[config.mk]
export PLATFORM = sky130hd
export DESIGN_NAME = adc_hw_trigger_wait_cpu_free_conversion_state_ctrl
export DESIGN_NICKNAME = d
export VERILOG_FILES = /design/src/adc_ctrl_pkg.sv /design/src/adc_hw_trigger_wait_cpu_free_conversion_state_ctrl.sv
export VERILOG_INCLUDE_DIRS = /design/src
export SDC_FILE = /design/constraint.sdc
export NUM_CORES = 1
export LEC_CHECK = 0
export ABC_AREA = 1
export BUFFER_PORTS_ARGS = -buffer_cell sky130_fd_sc_hd__buf_2
export CAP_MARGIN = 40
export CORE_MARGIN = 10
export CORE_UTILIZATION = 54
export CTS_CLUSTER_SIZE = 30
export DETAILED_ROUTE_END_ITERATION = 10
export HOLD_SLACK_MARGIN = 0.05
export PLACE_DENSITY = 0.84
export SLEW_MARGIN = 20
export SYNTH_ARGS = -nofsm -noshare
export SYNTH_HDL_FRONTEND = slang
export SYNTH_SLANG_ARGS = --single-unit
[constraint.sdc]
create_clock -name clk_sys -period 2.2 [get_ports clk_sys]
set_input_delay 0.44 -clock clk_sys [delete_from_list [all_inputs] [get_ports clk_sys]]
set_output_delay 0.44 -clock clk_sys [all_outputs]
set_load 0.005 [all_outputs]
[src/adc_ctrl_regs.svh]
// Register offsets, field positions, reset values and timing counts of the converter control block
`ifndef ADC_CTRL_REGS_SVH
`define ADC_CTRL_REGS_SVH

`define OFS_MODE_PRIMARY    4'h0
`define OFS_MODE_SECONDARY  4'h1
`define OFS_MODE_TERTIARY   4'h2
`define OFS_CHANNEL_SELECT  4'h3
`define OFS_RESULT_LOW      4'h4
`define OFS_RESULT_HIGH     4'h5
`define OFS_UPPER_LIMIT     4'h6
`define OFS_LOWER_LIMIT     4'h7
`define OFS_PORT_CONFIG     4'h8
`define OFS_STATUS          4'h9

`define BIT_POWER_ENABLE    0
`define BIT_CONV_RUN        7
`define BIT_ONE_SHOT        0
`define BIT_TRIG_SOURCE     1
`define BIT_WAKEUP_CONV     2
`define BIT_RANGE_CHECK     3

`define RST_MODE_PRIMARY    8'h00
`define RST_MODE_SECONDARY  8'h00
`define RST_MODE_TERTIARY   8'h00
`define RST_CHANNEL_SELECT  8'h00
`define RST_UPPER_LIMIT     8'hFF
`define RST_LOWER_LIMIT     8'h00
`define RST_PORT_CONFIG     8'h00
`define RST_RESULT          10'h000

`define CLK_PERIOD_NS       10
`define STAB_WAIT_NS        1000
`define STAB_WAIT_CYC       ((`STAB_WAIT_NS + `CLK_PERIOD_NS - 1) / `CLK_PERIOD_NS)
`define CONV_CYC            34
`define CNT_W               8
`define CNT_ONE             8'h01
`define CNT_ZERO            8'h00

`endif

[src/adc_ctrl_pkg.sv]
// Types shared by the converter control block
package adc_ctrl_pkg;
  typedef enum logic [3:0] {
    ST_STOP    = 4'b0001,
    ST_STANDBY = 4'b0010,
    ST_STAB    = 4'b0100,
    ST_CONVERT = 4'b1000
  } conv_state_t;
endpackage

[src/adc_hw_trigger_wait_cpu_free_conversion_state_ctrl.sv]
// Converter control: trigger-wait modes, CPU-free conversion state, range-gated result store
// Contract
// (RULE1) Power enable on enters trigger standby only
// (RULE2) Trigger in standby starts conversion, sets run
// (RULE3) Conversion end stores result, raises done irq
// (RULE4) Sequential mode restarts conversion without trigger
// (RULE5) Trigger during conversion aborts and restarts
// (RULE6) Channel write during conversion restarts new channel
// (RULE7) Writing run one while converting restarts
// (RULE8) Clearing run aborts to standby, converter stopped
// (RULE9) Power enable zero ignores triggers entirely
// (RULE10) One-shot end clears run, converter stops
// (RULE11) Withheld irq also suppresses result update
// (RULE12) STOP-mode trigger converts; one-shot only there
// (RULE13) Software arms low-power only on fast oscillator
// (RULE14) Software arms wakeup bit, then power enable
// (RULE15) Low-power trigger requests clock, waits, converts
// (RULE16) Software programs secondary mode to permitted values
// (RULE17) Triggers are calendar or interval timer irq
// (RULE18) In-range low-power result raises irq, exits state
// (RULE19) Software clears wakeup bit after irq
// (RULE20) No irq in low-power drops clock request
// (RULE21) Clearing run in low-power drops clock request
// (RULE22) Result read wins over coincident result write
// (RULE23) Config write at end skips store and irq
// (RULE24) Power enable bit 0, run bit 7
// (RULE25) Triggers are single-cycle synchronous events
//
// Our own choices: the register offsets and strobed register access.
`timescale 1ns/100ps
`include "adc_ctrl_regs.svh"
`default_nettype none

module adc_hw_trigger_wait_cpu_free_conversion_state_ctrl (
  input  wire logic       clk_sys,              // System clock, 100 MHz
  input  wire logic       rst_n,                // Asynchronous reset, active low
  input  wire logic [3:0] reg_addr,             // Register address
  input  wire logic [7:0] reg_wdata,            // Write data
  input  wire logic       reg_wr,               // Write strobe
  input  wire logic       reg_rd,               // Read strobe
  output logic      [7:0] reg_rdata,            // Read data, cycle after strobe
  input  wire logic       calendar_timer_irq,   // Calendar timer trigger pulse
  input  wire logic       interval_timer_irq,   // Interval timer trigger pulse
  input  wire logic       stop_mode,            // CPU is in STOP mode
  input  wire logic [9:0] sample_data,          // Analog core result at conversion end
  output logic            conversion_done_irq,  // One-cycle done pulse
  output logic            clock_request,        // Fast oscillator request
  output logic            sample_start,         // One-cycle pulse: core restarts sampling
  output logic      [4:0] sample_channel        // Channel given to the analog core
);

  logic [7:0]               mode_primary_r;
  logic [7:0]               mode_secondary_r;
  logic [7:0]               mode_tertiary_r;
  logic [7:0]               channel_select_r;
  logic [7:0]               upper_limit_r;
  logic [7:0]               lower_limit_r;
  logic [7:0]               port_config_r;
  logic [9:0]               result_r;
  logic [9:0]               pend_result_r;
  logic                     pend_valid_r;
  adc_ctrl_pkg::conv_state_t state_r;
  adc_ctrl_pkg::conv_state_t state_nxt;
  logic [`CNT_W-1:0]        cnt_r;
  logic [`CNT_W-1:0]        cnt_nxt;
  logic                     run_nxt;
  logic                     restart;
  logic                     conv_end;
  logic                     store_ok;
  logic                     cfg_write;
  logic                     res_read;
  logic                     trigger;
  logic                     in_range;
  logic                     low_power;

  // Write and read decode, shared by several concerns
  function automatic logic hit(input logic strobe, input logic [3:0] a, input logic [3:0] ofs);
    hit = strobe && (a == ofs);
  endfunction

  // Triggers arrive already synchronous as one-cycle pulses; source chosen by secondary mode
  assign trigger = mode_secondary_r[`BIT_TRIG_SOURCE] ? interval_timer_irq : calendar_timer_irq; // RULE17 RULE25
  assign low_power = mode_tertiary_r[`BIT_WAKEUP_CONV] && stop_mode;
  assign cfg_write = hit(reg_wr, reg_addr, `OFS_MODE_PRIMARY) || hit(reg_wr, reg_addr, `OFS_CHANNEL_SELECT)
                     || hit(reg_wr, reg_addr, `OFS_PORT_CONFIG);
  assign res_read  = hit(reg_rd, reg_addr, `OFS_RESULT_LOW) || hit(reg_rd, reg_addr, `OFS_RESULT_HIGH);
  assign conv_end  = (state_r == adc_ctrl_pkg::ST_CONVERT) && (cnt_r == `CNT_ONE);

  // Range check compares the top eight result bits with the limits
  assign in_range = !mode_tertiary_r[`BIT_RANGE_CHECK]
                    ? (sample_data[9:2] >= lower_limit_r) && (sample_data[9:2] <= upper_limit_r)
                    : (sample_data[9:2] < lower_limit_r) || (sample_data[9:2] > upper_limit_r);
  assign store_ok = conv_end && in_range && !cfg_write; // RULE11 RULE23

  // Restart causes while converting: trigger, channel write, run rewritten to one
  assign restart = (state_r == adc_ctrl_pkg::ST_CONVERT) && (trigger // RULE5
                   || hit(reg_wr, reg_addr, `OFS_CHANNEL_SELECT) // RULE6
                   || (hit(reg_wr, reg_addr, `OFS_MODE_PRIMARY) && reg_wdata[`BIT_CONV_RUN]
                       && reg_wdata[`BIT_POWER_ENABLE])); // RULE7

  // Sequencer next state
  always_comb begin
    state_nxt = state_r;
    cnt_nxt   = cnt_r;
    run_nxt   = mode_primary_r[`BIT_CONV_RUN];
    if (hit(reg_wr, reg_addr, `OFS_MODE_PRIMARY)) begin
      run_nxt = reg_wdata[`BIT_CONV_RUN] && reg_wdata[`BIT_POWER_ENABLE];
    end
    unique case (state_r)
      adc_ctrl_pkg::ST_STOP: begin
        if (mode_primary_r[`BIT_POWER_ENABLE]) begin
          state_nxt = adc_ctrl_pkg::ST_STANDBY; // RULE1
        end
      end
      adc_ctrl_pkg::ST_STANDBY: begin
        if (!mode_primary_r[`BIT_POWER_ENABLE]) begin
          state_nxt = adc_ctrl_pkg::ST_STOP; // RULE9
        end else if (trigger) begin
          run_nxt = 1'b1; // RULE2
          if (low_power) begin
            state_nxt = adc_ctrl_pkg::ST_STAB; // RULE15
            cnt_nxt   = `CNT_W'(`STAB_WAIT_CYC);
          end else begin
            state_nxt = adc_ctrl_pkg::ST_CONVERT; // RULE2
            cnt_nxt   = `CNT_W'(`CONV_CYC);
          end
        end
      end
      adc_ctrl_pkg::ST_STAB: begin
        if (!run_nxt || !mode_primary_r[`BIT_POWER_ENABLE]) begin
          state_nxt = adc_ctrl_pkg::ST_STANDBY; // RULE21
        end else if (cnt_r == `CNT_ONE) begin
          state_nxt = adc_ctrl_pkg::ST_CONVERT; // RULE12 RULE15
          cnt_nxt   = `CNT_W'(`CONV_CYC);
        end else begin
          cnt_nxt = cnt_r - `CNT_ONE;
        end
      end
      adc_ctrl_pkg::ST_CONVERT: begin
        if (!run_nxt || !mode_primary_r[`BIT_POWER_ENABLE]) begin
          state_nxt = adc_ctrl_pkg::ST_STANDBY; // RULE8
          cnt_nxt   = `CNT_ZERO;
        end else if (restart) begin
          cnt_nxt = `CNT_W'(`CONV_CYC);
        end else if (conv_end) begin
          if (mode_secondary_r[`BIT_ONE_SHOT] || low_power) begin
            state_nxt = adc_ctrl_pkg::ST_STANDBY; // RULE10 RULE12 RULE20
            run_nxt   = 1'b0; // RULE10
            cnt_nxt   = `CNT_ZERO;
          end else begin
            cnt_nxt = `CNT_W'(`CONV_CYC); // RULE4
          end
        end else begin
          cnt_nxt = cnt_r - `CNT_ONE;
        end
      end
    endcase
  end

  // Sequencer state and countdown
  always_ff @(posedge clk_sys or negedge rst_n) begin
    if (!rst_n) begin
      state_r <= adc_ctrl_pkg::ST_STOP;
      cnt_r   <= `CNT_ZERO;
    end else begin
      state_r <= state_nxt;
      cnt_r   <= cnt_nxt;
    end
  end

  // Primary mode: power enable written by software, run also set and cleared by hardware
  always_ff @(posedge clk_sys or negedge rst_n) begin
    if (!rst_n) begin
      mode_primary_r <= `RST_MODE_PRIMARY;
    end else begin
      if (hit(reg_wr, reg_addr, `OFS_MODE_PRIMARY)) begin
        mode_primary_r <= reg_wdata; // RULE24
      end
      mode_primary_r[`BIT_CONV_RUN] <= run_nxt; // RULE2 RULE10
    end
  end

  // Plain configuration registers
  always_ff @(posedge clk_sys or negedge rst_n) begin
    if (!rst_n) begin
      mode_secondary_r <= `RST_MODE_SECONDARY;
      mode_tertiary_r  <= `RST_MODE_TERTIARY;
      channel_select_r <= `RST_CHANNEL_SELECT;
      upper_limit_r    <= `RST_UPPER_LIMIT;
      lower_limit_r    <= `RST_LOWER_LIMIT;
      port_config_r    <= `RST_PORT_CONFIG;
    end else if (reg_wr) begin
      if (reg_addr == `OFS_MODE_SECONDARY) begin
        mode_secondary_r <= reg_wdata;
      end
      if (reg_addr == `OFS_MODE_TERTIARY) begin
        mode_tertiary_r <= reg_wdata; // RULE19
      end
      if (reg_addr == `OFS_CHANNEL_SELECT) begin
        channel_select_r <= reg_wdata;
      end
      if (reg_addr == `OFS_UPPER_LIMIT) begin
        upper_limit_r <= reg_wdata;
      end
      if (reg_addr == `OFS_LOWER_LIMIT) begin
        lower_limit_r <= reg_wdata;
      end
      if (reg_addr == `OFS_PORT_CONFIG) begin
        port_config_r <= reg_wdata;
      end
    end
  end

  // Result store; a coincident read sees the old value, the new one lands a cycle later
  always_ff @(posedge clk_sys or negedge rst_n) begin
    if (!rst_n) begin
      result_r      <= `RST_RESULT;
      pend_result_r <= `RST_RESULT;
      pend_valid_r  <= 1'b0;
    end else begin
      pend_valid_r <= store_ok && res_read; // RULE22
      if (store_ok) begin
        pend_result_r <= sample_data;
      end
      if (store_ok && !res_read) begin
        result_r <= sample_data; // RULE3
      end else if (pend_valid_r) begin
        result_r <= pend_result_r; // RULE22
      end
    end
  end

  // Done pulse and clock request; request holds through stabilisation and conversion
  always_ff @(posedge clk_sys or negedge rst_n) begin
    if (!rst_n) begin
      conversion_done_irq <= 1'b0;
      clock_request       <= 1'b0;
    end else begin
      conversion_done_irq <= store_ok; // RULE3 RULE18
      clock_request       <= !low_power || (state_nxt == adc_ctrl_pkg::ST_STAB)
                             || (state_nxt == adc_ctrl_pkg::ST_CONVERT); // RULE20 RULE21
    end
  end

  // Core start pulse and channel
  always_ff @(posedge clk_sys or negedge rst_n) begin
    if (!rst_n) begin
      sample_start   <= 1'b0;
      sample_channel <= 5'h00;
    end else begin
      sample_start   <= (state_nxt == adc_ctrl_pkg::ST_CONVERT) && (cnt_nxt == `CNT_W'(`CONV_CYC));
      sample_channel <= hit(reg_wr, reg_addr, `OFS_CHANNEL_SELECT) ? reg_wdata[4:0] : channel_select_r[4:0];
    end
  end

  // Read port; unmapped addresses read zero
  always_ff @(posedge clk_sys or negedge rst_n) begin
    if (!rst_n) begin
      reg_rdata <= 8'h00;
    end else if (reg_rd) begin
      unique case (reg_addr)
        `OFS_MODE_PRIMARY:   reg_rdata <= mode_primary_r;
        `OFS_MODE_SECONDARY: reg_rdata <= mode_secondary_r;
        `OFS_MODE_TERTIARY:  reg_rdata <= mode_tertiary_r;
        `OFS_CHANNEL_SELECT: reg_rdata <= channel_select_r;
        `OFS_RESULT_LOW:     reg_rdata <= result_r[7:0];
        `OFS_RESULT_HIGH:    reg_rdata <= {6'h00, result_r[9:8]};
        `OFS_UPPER_LIMIT:    reg_rdata <= upper_limit_r;
        `OFS_LOWER_LIMIT:    reg_rdata <= lower_limit_r;
        `OFS_PORT_CONFIG:    reg_rdata <= port_config_r;
        `OFS_STATUS:         reg_rdata <= {4'h0, state_r};
        default:             reg_rdata <= 8'h00;
      endcase
    end else begin
      reg_rdata <= 8'h00;
    end
  end

  // Checks
  a_power_off_idle: assert property (@(posedge clk_sys) disable iff (!rst_n)
    (state_r == adc_ctrl_pkg::ST_STANDBY && !mode_primary_r[`BIT_POWER_ENABLE])
    |=> state_r != adc_ctrl_pkg::ST_CONVERT) else $error("conversion started with power off"); // RULE9
  a_enable_standby: assert property (@(posedge clk_sys) disable iff (!rst_n)
    (state_r == adc_ctrl_pkg::ST_STOP && mode_primary_r[`BIT_POWER_ENABLE])
    |=> state_r == adc_ctrl_pkg::ST_STANDBY) else $error("power enable did not reach standby"); // RULE1
  a_trigger_starts: assert property (@(posedge clk_sys) disable iff (!rst_n)
    (state_r == adc_ctrl_pkg::ST_STANDBY && mode_primary_r[`BIT_POWER_ENABLE] && trigger && !low_power
     && !reg_wr) |=> (state_r == adc_ctrl_pkg::ST_CONVERT) && mode_primary_r[`BIT_CONV_RUN])
    else $error("trigger did not start conversion"); // RULE2
  a_done_store: assert property (@(posedge clk_sys) disable iff (!rst_n)
    (store_ok && !res_read) |=> conversion_done_irq && result_r == $past(sample_data))
    else $error("result not stored with done pulse"); // RULE3
  a_seq_restart: assert property (@(posedge clk_sys) disable iff (!rst_n)
    (conv_end && !mode_secondary_r[`BIT_ONE_SHOT] && !low_power && run_nxt && !restart)
    |=> state_r == adc_ctrl_pkg::ST_CONVERT && cnt_r == `CNT_W'(`CONV_CYC))
    else $error("sequential mode did not restart"); // RULE4
  a_abort_restart: assert property (@(posedge clk_sys) disable iff (!rst_n)
    (restart && run_nxt) |=> cnt_r == `CNT_W'(`CONV_CYC) ##1 !conversion_done_irq)
    else $error("abort did not restart conversion"); // RULE5 RULE6 RULE7
  a_run_clear: assert property (@(posedge clk_sys) disable iff (!rst_n)
    (state_r == adc_ctrl_pkg::ST_CONVERT && !run_nxt)
    |=> state_r == adc_ctrl_pkg::ST_STANDBY ##1 !conversion_done_irq)
    else $error("run clear did not abort"); // RULE8
  a_one_shot_end: assert property (@(posedge clk_sys) disable iff (!rst_n)
    (conv_end && mode_secondary_r[`BIT_ONE_SHOT] && run_nxt && !restart)
    |=> !mode_primary_r[`BIT_CONV_RUN] && state_r == adc_ctrl_pkg::ST_STANDBY)
    else $error("one-shot end did not clear run"); // RULE10
  a_withheld_store: assert property (@(posedge clk_sys) disable iff (!rst_n)
    (conv_end && (!in_range || cfg_write) && !pend_valid_r) |=> !conversion_done_irq && $stable(result_r))
    else $error("withheld result was stored"); // RULE11 RULE23
  a_read_first: assert property (@(posedge clk_sys) disable iff (!rst_n)
    (store_ok && res_read) |=> $stable(result_r) ##1 result_r == $past(sample_data, 2))
    else $error("read did not win over result write"); // RULE22
  a_lp_clock_drop: assert property (@(posedge clk_sys) disable iff (!rst_n)
    (low_power && state_nxt == adc_ctrl_pkg::ST_STANDBY) |=> !clock_request)
    else $error("clock request held after low-power end"); // RULE20 RULE21
  a_lp_wait: assert property (@(posedge clk_sys) disable iff (!rst_n)
    (state_r == adc_ctrl_pkg::ST_STANDBY && state_nxt == adc_ctrl_pkg::ST_STAB)
    |=> clock_request && state_r == adc_ctrl_pkg::ST_STAB)
    else $error("low-power trigger skipped stabilisation"); // RULE15 RULE12

  // Run can never stand without power, except when a standby trigger meets a write that clears power enable
  a_run_needs_power: assert property (@(posedge clk_sys) disable iff (!rst_n)
    !mode_primary_r[`BIT_POWER_ENABLE] |-> !mode_primary_r[`BIT_CONV_RUN])
    else $error("run bit set with power off"); // RULE9 RULE24

  // The core must see the channel that software last selected at every start
  a_start_channel: assert property (@(posedge clk_sys) disable iff (!rst_n)
    sample_start |-> sample_channel == channel_select_r[4:0])
    else $error("start with stale channel"); // RULE2 RULE6

  // Outside the CPU-free state the fast oscillator stays requested
  a_normal_clock: assert property (@(posedge clk_sys) disable iff (!rst_n)
    !low_power |=> clock_request)
    else $error("clock request low in normal mode"); // RULE18

  // Done is a pulse; a conversion is never shorter than one cycle
  a_done_pulse: assert property (@(posedge clk_sys) disable iff (!rst_n)
    conversion_done_irq |=> !conversion_done_irq)
    else $error("done pulse longer than one cycle"); // RULE3

  // Read data stand only in the cycle after a read strobe, else zero
  a_rdata_idle: assert property (@(posedge clk_sys) disable iff (!rst_n)
    !$past(reg_rd) |-> reg_rdata == 8'h00)
    else $error("read data outside read cycle"); // RULE22

  // A stabilisation wait always ends in a conversion or an abort to standby
  a_stab_exit: assert property (@(posedge clk_sys) disable iff (!rst_n)
    (state_r == adc_ctrl_pkg::ST_STAB && state_nxt != adc_ctrl_pkg::ST_STAB)
    |=> state_r == adc_ctrl_pkg::ST_CONVERT || state_r == adc_ctrl_pkg::ST_STANDBY)
    else $error("stabilisation left to a wrong state"); // RULE15 RULE21

endmodule

`default_nettype wire

==> impl_metrics.yaml, run 1 <==
place:
  pre_cts_slack_ns: -0.0829
  hpwl_mm: 11.5
  io_buffers: 44
  finalWeightedCongestion: 1.01
synth:
  syn_area_mm2: 0.00556
  synthDistinctLibCells: 38
  synth_top_flop_cell: "dfrtp_1"
  ys_ff_latch: 105
  ys_warn_count: 0
  syn_area_per_cell_um2: 7.72
  syn_inst: 721
  yosysSeqAreaShare_pct: 47.4
  syn_nets: 768
  synth-edff-count: 0
  synth_area_leaders: "dfrtp_1 (43%), nand2_1 (15%), inv_1 (6.7%)"
  synthArstFlopShare_pct: 100
  synth_area_leader_cell: "dfrtp_1"
  synth_top_area_share_pct: 43.2
setup_path:
  crit_type: "flip-flop to flip-flop"
  cp.arrival_ns: 2.58
  path_max_fanout: 20
  crit_path_start_kind: "flip-flop"
  r2r_start: "upper_limit_r[5]"
  crit_path_frequent_cell: "nand2_1"
  crit_path_top_delay_cell: "dfstp_2"
  crit_chain: "inv_2 > ha_4 > a21oi_2 > nor2_1 > nor3_1 > nand2_1 > nand2_2 > nand2_2 > nand2_4 > inv_2 > nor2_4 > nand2_2 > buf_12 > nand2_1 > nand2_1 > nand2_1"
  crit_start: "upper_limit_r[5]"
  cp_slowest_stage_delay_ns: 0.55
  critPathCaptureType: "flip-flop"
  required_ns: 2.52
power_and_ir_drop:
  p_leak_nw: 3.38
  total_power_w: 0.00600
  p_sw_share_pct: 38.3
  p_switching_w: 0.00230
  powerDensity_mw_per_mm2: 921
  comb_power_share_pct: 35.1
  peakVddDrop_uv: 524
  clkPwrFrac_pct: 20.9
  p_int_w: 0.00370
  seqPwrFrac_pct: 44.1
die:
  io_pins: 45
  die-height_um: 121
  fp.dieW_um: 121
  fp-row-count: 36
  dieArea_mm2: 0.0148
  core_mm2: 0.00991
  initial_core_util_pct: 56.1
sta:
  fin_crit_ns: 2.26
  relSlewSlack_pct: 64.9
  final.setup_skew_ns: 0.0122
  rsz0062_at_grt: "true"
  setup_violations: 14
  finalHoldViolCount: 0
  worstMarginPinSlew_ns: 0.525
  tns_ns: -0.323
  fmax_mhz: 443
  whs_ns: 0.306
  setup_ws_ns: -0.0595
  fin_crit_sh_pct: 103
  slew_viol_final: 0
detailed_routing:
  drtPass1Iterations: 6
  drc: 0
  num_vias: 5263
  totalWireLength_mm: 15.5
  avgRoutedWirePerCell_um: 16.5
  viasPerCell: 5.61
  postRouteAntennaNets: 0
  drt_iter0_drc: 470
global_routing:
  grt_pass1_vias: 5068
  grt_first_pass_wirelength_mm: 24.8
  grt.total_usage_pct: 21.1
  globalRouteOverflowTotal: 0
  grt_antenna_before_repair: 0
  grt_max_degree: 50
cells_and_area:
  areaGrowthSynthToFinish_pct: 17.0
  n_fill_cell: 830
  diodes: 0
  seqCellArea_mm2: 0.00264
  multiInputGateArea_mm2: 0.00259
  nets: 847
  layout-drive-gt1-share_pct: 18.3
  layout_common_cells: "nand2_1 (222), dfrtp_1 (96), inv_1 (92)"
  final_common_cell: "nand2_1"
  fin_util_pct: 65.7
clocking:
  root_buffer: "clkbuf_8"
  cts_htree_levels: 3
  clk_pin_slew_ns: 0.10
  clk_latency_ns: 0.38
  cts_tree: "yes"
  cts_buffers: 9
  cts_buffer_depth: 2
  clock-sinks: 105
run:
  cap_violations: 0
status:
  status: "complete, but fails checks"
  violations: "negative setup slack"
hold_path:
  min_from: "reg_wdata[1]"
  hold_path_class: "input port to flip-flop"
-- cell type report --
cell class                      instances  area share, %
Clock buffer                           11           2.17
Sequential cell                       105           40.5
Timing Repair Buffer                   81           8.22
Inverter                              101           5.82
Clock inverter                          5          0.980
Multi-Input combinational cell        502           39.7
Tap cell                              133           2.56
-- critical path: cells and delay by family, from the launching register on --
| family | cells | cell delay (ns) |
|---|---|---|
| AOI/OAI and AO/OA | 1 | 0.13 |
| adders and majority gates | 1 | 0.21 |
| buffers and inverters | 3 | 0.24 |
| DFF | 1 | 0.55 |
| and+or+nand+nor | 11 | 1.07 |
-- final timing paths --
kind	slack, ns	end	cells after the start
max in group asynchronous	1.03	state_r[0]	3
worst min-delay path	0.31	port_config_r[1]	3
worst min register to register	0.50	lower_limit_r[6]	2
worst max-delay path	-0.06	result_r[0]	16
worst max register to register	-0.06	result_r[0]	16
min in group asynchronous	0.49	lower_limit_r[4]	2
-- logic make-up after synthesis --
logic type	after synthesis	share of synthesized area (%)
flip-flops	105	47.4
AO/OA/AOI/OAI	121	12.7
adder cells (fa/ha/maj)	18	4.05
buffers and inverters	114	7.89
XOR/XNOR	3	0.472
AND/OR/NAND/NOR	360	27.4
-- synth_stat cells (3+ instances only) --
cell      number
nor2_4         3
nand3_1       41
nand4_1       13
a21oi_1       13
nor2_1        56
buf_2          3
xor2_1         3
a221oi_1       9
clkbuf_1       9
or2_2          7
dfstp_2        9
o22ai_1        6
dfrtp_1       96
nand2_1      227
a31oi_1        3
ha_1          18
inv_1         99
o21a_1         6
o21ai_0       72
nor2_2         3
-- power groups by stage --
stage / clock (W) / combinational (W) / sequential [W]
after CTS: 0.00125 / 0.00202 / 0.00263
after global placement: 0 / 0.00191 / 0.00265
after global routing: 0.00132 / 0.00236 / 0.00269
final: 0.00125 / 0.00210 / 0.00264
after detailed placement: 0 / 0.00197 / 0.00266
after floorplan: 0 / 0.00135 / 0.00258
-- flip-flops by register name (all words and copies together), names as in the netlist --
name,count
pend_result_r,10
pend_valid_r,1
reg_rdata,8
mode_secondary_r,8
sample_channel,5
state_r,4
channel_select_r,8
mode_primary_r,8
port_config_r,8
lower_limit_r,8
mode_tertiary_r,8
sample_start,1
conversion_done_irq,1
clock_request,1
upper_limit_r,8
result_r,10
cnt_r,8
-- metal layers --
metal  vias to the layer above  routed length, um  global-route usage, %  share of wire [%]
met3                        47               1160                   4.05                7.5
li1                       2496                  -                      -                  -
met5                         -                  0                      0                  0
met4                         0                431                   8.20                2.8
met1                      2470               6470                   26.9                 42
met2                       250               7430                   34.4                 48
-- what timing repair did --
item,CTS,global route
endpoints found under the hold margin,16,0
buffers inserted,2,1
hold buffers,1,0
pin swaps,4,9
endpoints found under the setup margin,18,21
resized for setup,11,25
-- stage by stage --
stage | cell area, um^2 | std cells
6_report | 6510 | 938
3_5_place_dp | 6160 | 918
4_1_cts | 6460 | 937
5_1_grt | 6510 | 938
3_3_place_gp | 6160 | 918
2_1_floorplan | 5560 | 721
No activity file was read; power rests on OpenSTA's default activity.
==> run 2: changes to the inputs <==
--- a/config.mk
+++ b/config.mk
@@ -14,7 +14,7 @@
 export CTS_CLUSTER_SIZE = 30
 export DETAILED_ROUTE_END_ITERATION = 10
 export HOLD_SLACK_MARGIN = 0.05
-export PLACE_DENSITY = 0.84
+export PLACE_DENSITY = 0.76
 export SLEW_MARGIN = 20
 export SYNTH_ARGS = -nofsm -noshare
 export SYNTH_HDL_FRONTEND = slang
==> run 2 against run 1 <==
Sequential power hardly changed. Utilization is 1.9 points higher. Non-clock buffer count is 11 higher. The run still ends with negative setup slack left. Clock skew is 0.0046 ns higher. Die area stayed put. Sequential cell count stayed put. Count of clock-buffer cells in the layout is 2 lower. Worst hold slack worse by 0.25 ns. Via count is 0.89% higher. First-iteration DRC count is 7.2% higher. Register-to-register slack hardly changed.
==> impl_metrics.yaml, run 2 (same netlist as run 1, synthesis figures left out) <==
status:
  status: "complete, but fails checks"
  violations: "negative setup slack"
setup_path:
  crit_path_top_delay_cell: "dfstp_2"
  critPathCaptureType: "flip-flop"
  crit_path_start_kind: "flip-flop"
  cp.arrival_ns: 2.55
  path_max_fanout: 5
  required_ns: 2.48
  crit_family: "simple AND/OR/NAND/NOR gates"
  path_buf_inv: 3
  cp_slowest_stage_delay_ns: 0.57
  crit_chain: "inv_2 > ha_4 > a21oi_2 > nor2_2 > nor3_2 > nand2_1 > nand2_2 > nand2_2 > nand2_4 > inv_2 > nor2_4 > nand2_4 > clkbuf_16 > nand3_1 > nand2_1"
  crit_type: "flip-flop to flip-flop"
die:
  dieArea_mm2: 0.0148
  fp-row-count: 36
  initial_core_util_pct: 56.1
  io_pins: 45
  core_mm2: 0.00991
  die-height_um: 121
  fp.dieW_um: 121
clocking:
  cts_htree_levels: 3
  cts_buffers: 9
  clock-sinks: 105
  cts_tree: "yes"
  root_buffer: "clkbuf_8"
  hold_buffers: 0
  cts_buffer_depth: 2
  clk_latency_ns: 0.39
  clk_pin_slew_ns: 0.12
detailed_routing:
  postRouteAntennaNets: 0
  num_vias: 5310
  totalWireLength_mm: 16.2
  drt_iter0_drc: 504
  avgRoutedWirePerCell_um: 17.1
  drc: 0
  drtPass1Iterations: 5
  viasPerCell: 5.60
sta:
  relSlewSlack_pct: 59.0
  worstMarginPinSlew_ns: 0.615
  fin_crit_sh_pct: 103
  final.setup_skew_ns: 0.0168
  rsz0062_at_grt: "true"
  finalHoldViolCount: 0
  setup_ws_ns: -0.0710
  setup_violations: 20
  fin_crit_ns: 2.27
  fmax_mhz: 440
  slew_viol_final: 0
run:
  cap_violations: 0
cells_and_area:
  multiInputGateArea_mm2: 0.00266
  areaGrowthSynthToFinish_pct: 20.5
  layout_common_cells: "nand2_1 (216), dfrtp_1 (96), inv_1 (90)"
  n_fill_cell: 791
  diodes: 0
  reg_top3: "pend_result_r x10, result_r x10"
  nets: 858
  layout-drive-gt1-share_pct: 21.7
  final_common_cell: "nand2_1"
  seqCellArea_mm2: 0.00264
power_and_ir_drop:
  powerDensity_mw_per_mm2: 898
  peakVddDrop_uv: 500
  total_power_w: 0.00602
  p_leak_nw: 3.47
global_routing:
  globalRouteOverflowTotal: 0
  grt_max_degree: 45
  grt_first_pass_wirelength_mm: 25.7
  grt_pass1_vias: 5205
  grt_antenna_before_repair: 0
  grt.total_usage_pct: 21.9
place:
  pre_cts_slack_ns: -0.0848
  hpwl_mm: 12.0
  io_buffers: 44
  finalWeightedCongestion: 0.989
hold_path:
  hold_path_class: "input port to async pin"
run 2: cell count changes in the layout (fill, tap and decap cells not counted), moves of 3 or more:
cell | previous run | this run
nand3_2 | 2 | 5
nand2_2 | 6 | 10
clkinv_8 | 0 | 3
nor2_2 | 7 | 12
buf_4 | 33 | 41
nand2_1 | 222 | 216
nand3_1 | 39 | 35
nor2_1 | 52 | 46
run 2: power by group:
part / total, W / internal (W) / switching (W)
Clock: 0.00122 / 0.000455 / 0.000770
Combinational: 0.00216 / 0.000837 / 0.00132
Sequential: 0.00264 / 0.00235 / 0.000288
Total: 0.00602 / 0.00364 / 0.00238
run 2: worst paths after layout:
| kind | startpoint | endpoint | slack (ns) | cells past startpoint |
|---|---|---|---|---|
| max | upper_limit_r[5] | result_r[6] | -0.07 | 15 |
| min | rst_n | pend_result_r[6] | 0.06 | 1 |
| max reg2reg | upper_limit_r[5] | result_r[6] | -0.07 | 15 |
| min reg2reg | lower_limit_r[1] | lower_limit_r[1] | 0.50 | 2 |
| max in group asynchronous | rst_n | upper_limit_r[6] | 1.45 | 2 |
| min in group clk_sys | reg_wdata[1] | port_config_r[1] | 0.28 | 3 |
run 2: metal layers:
metal	global-route usage, %	vias to the layer above	wire (um)
met3	3.68	45	846
met1	25.9	2560	6630
li1	-	2514	-
met2	38.4	191	8160
met5	0	-	0
met4	9.46	0	577
run 2: layout make-up:
class                      instances  share of cell area (%)
tap                              133                    2.48
timing repair buffer              92                    9.76
sequential                       105                    39.4
clock buffer                       9                    1.85
inverter                         101                    5.66
multi-input combinational        502                    39.6
clock inverter                     7                    1.25
run 2: through the flow:
step | instances | hold slack, ns | setup TNS (ns) | cell area [um^2] | util (%)
6_report | 949 | 0.0551 | -0.942 | 6700 | 67.7
5_1_grt | 949 | 0.0736 | -3.30 | 6700 | 67.7
4_1_cts | 946 | 0.0658 | 0 | 6560 | 66.2
3_5_place_dp | 924 | 0.473 | -1.02 | 6210 | 62.7
3_3_place_gp | 924 | 0.466 | -0.404 | 6210 | 62.7
2_1_floorplan | 721 | 0.144 | 0 | 5560 | -
run 2: what timing repair did:
item | in CTS | in global routing
buffers inserted | 5 | 1
gates cloned | 1 | 2
endpoints found under the setup margin | 19 | 22
pin swaps | 11 | 13
resized for setup | 21 | 40
==> run 3: changes to the inputs <==
--- a/config.mk
+++ b/config.mk
@@ -9,6 +9,7 @@
 export ABC_AREA = 1
 export BUFFER_PORTS_ARGS = -buffer_cell sky130_fd_sc_hd__buf_2
 export CAP_MARGIN = 40
+export CORE_ASPECT_RATIO = 0.7
 export CORE_MARGIN = 10
 export CORE_UTILIZATION = 54
 export CTS_CLUSTER_SIZE = 30
==> run 3 against run 2 <==
The run now ends clean. Final area is 4.2% higher. Sequential share of layout area is 1.5 points lower. Setup slack better by 0.075 ns. First-iteration DRC count is 49% higher. Sequential power hardly changed. Highest routed layer unchanged. Critical path depth stayed put. Register-to-register slack better by 0.08 ns. Critical endpoint is now pend_result_r[4]. Total power is 12% higher. Combinational power is 19% higher. Critical path type unchanged. Global-route usage is 0.50 points higher.
==> impl_metrics.yaml, run 3 (same netlist as run 1, synthesis figures left out) <==
detailed_routing:
  drt_iter0_drc: 750
  postRouteAntennaNets: 0
  avgRoutedWirePerCell_um: 17.8
  totalWireLength_mm: 17.2
  drtPass1Iterations: 5
  viasPerCell: 5.75
  drc: 0
  num_vias: 5564
place:
  hpwl_mm: 12.6
  finalWeightedCongestion: 1.01
  pre_cts_slack_ns: -0.0811
  io_buffers: 44
  dp_cells: 938
die:
  core_mm2: 0.00987
  initial_core_util_pct: 56.3
  fp-row-count: 30
  fp.dieW_um: 141
  dieArea_mm2: 0.0148
  die-height_um: 105
  io_pins: 45
hold_path:
  hold_path_class: "input port to flip-flop"
clocking:
  root_buffer: "clkbuf_16"
  cts_buffer_depth: 2
  clk_latency_ns: 0.35
  cts_buffers: 9
  clk_pin_slew_ns: 0.07
  clock-sinks: 105
  cts_tree: "yes"
  cts_htree_levels: 3
setup_path:
  r2r_start: "upper_limit_r[7]"
  rr_worst_depth: 15
  timing.rr.end: "pend_result_r[4]"
  critPathCaptureType: "flip-flop"
  required_ns: 2.49
  crit_path_start_kind: "flip-flop"
  cp.arrival_ns: 2.49
  rrSetupSlack_ns: 0.004
  crit_start: "upper_limit_r[7]"
  crit_type: "flip-flop to flip-flop"
  crit_end: "pend_result_r[4]"
  path_max_fanout: 8
power_and_ir_drop:
  p_int_w: 0.00419
  comb_power_share_pct: 38.3
  seqPwrFrac_pct: 39.2
  p_sw_share_pct: 37.8
  powerDensity_mw_per_mm2: 963
  p_leak_nw: 3.60
  p_switching_w: 0.00254
  clkPwrFrac_pct: 22.6
  peakVddDrop_uv: 564
run:
  cap_violations: 0
cells_and_area:
  layout-drive-gt1-share_pct: 24.0
  layout_common_cells: "nand2_1 (218), dfrtp_1 (93), inv_1 (89)"
  n_fill_cell: 799
  diodes: 0
  seqCellArea_mm2: 0.00264
  multiInputGateArea_mm2: 0.00270
  final_common_cell: "nand2_1"
  reg_top3: "pend_result_r x10, result_r x10"
  areaGrowthSynthToFinish_pct: 25.6
  final_cells: 967
  nets: 881
sta:
  setup_ws_ns: 0.00426
  final.setup_skew_ns: 0.00749
  relSlewSlack_pct: 62.5
  fin_crit_sh_pct: 99.8
  fmax_mhz: 455
  rsz0062_at_grt: "true"
  finalHoldViolCount: 0
  whs_ns: 0.325
  fin_crit_ns: 2.20
  setup_violations: 0
  worstMarginPinSlew_ns: 0.561
  slew_viol_final: 0
status:
  status: "complete, no violations"
global_routing:
  grt_pass1_vias: 5149
  grt_max_degree: 50
  grt.total_usage_pct: 22.4
  grt_antenna_before_repair: 0
  globalRouteOverflowTotal: 0
  grt_first_pass_wirelength_mm: 27.1
[run 3: repair_timing]
action,4_1_cts,5_1_grt
setup buffers,1,10
pin swaps,5,12
gates cloned,1,0
hold endpoints to repair,26,0
hold buffers,1,0
setup endpoints to repair,16,22
gates resized for setup,9,56
[run 3: layer usage]
layer	vias to the layer above	track usage, %	wire length [um]
met3	36	7.73	2160
met4	0	4.12	254
met5	-	0	0
met1	2638	34.2	7840
li1	2563	-	-
met2	327	29.8	6930
[run 3: power groups by stage]
stage / Combinational, W / Clock [W] / Sequential [W]
after floorplan: 0.00135 / 0 / 0.00258
after global placement: 0.00224 / 0 / 0.00263
after detailed placement: 0.00228 / 0 / 0.00264
after CTS: 0.00233 / 0.00152 / 0.00261
after global routing: 0.00287 / 0.00160 / 0.00268
final: 0.00257 / 0.00152 / 0.00264
[run 3: how the worst min path moves through the flow]
| stage | start | end | cells past startpoint |
|---|---|---|---|
| final | reg_wdata[1] | port_config_r[1] | 3 |
| after detailed placement | rst_n | pend_valid_r | 1 |
| after CTS | reg_wdata[1] | port_config_r[1] | 3 |
| after global routing | reg_wdata[1] | port_config_r[1] | 3 |
| after floorplan | rst_n | channel_select_r[0] | 0 |
| after global placement | rst_n | pend_result_r[0] | 1 |
[run 3: layout make-up]
class,instances,area share (%)
clock buffers,11,3.33
clock inverters,5,0.573
inverters,101,5.43
multi-input cells,502,38.7
flip-flops and latches,105,37.8
well taps,128,2.29
repair buffers,115,11.9
[run 3: critical path, cell delays in order (launching register included)]
cell,delay (ns)
dfstp_2,0.53
inv_1,0.07
ha_4,0.23
nand2_2,0.11
nor2_1,0.07
nor3_2,0.14
nand2_1,0.08
nand2_2,0.10
nand2_2,0.07
nand2_2,0.08
inv_2,0.05
nor2_4,0.16
buf_12,0.15
nor2_1,0.04
or2_4,0.22
inv_2,0.04
[run 3: through the flow]
stage	power, W	utilization (%)	TNS [ns]	cell area, um^2
floorplan	0.00394	-	0	5560
global route	0.00715	70.8	-1.52	6990
detailed placement	0.00492	64.4	-0.579	6360
global placement	0.00487	64.4	-0.0994	6360
CTS	0.00646	68.1	-0.00423	6730
finish	0.00673	70.8	0	6990
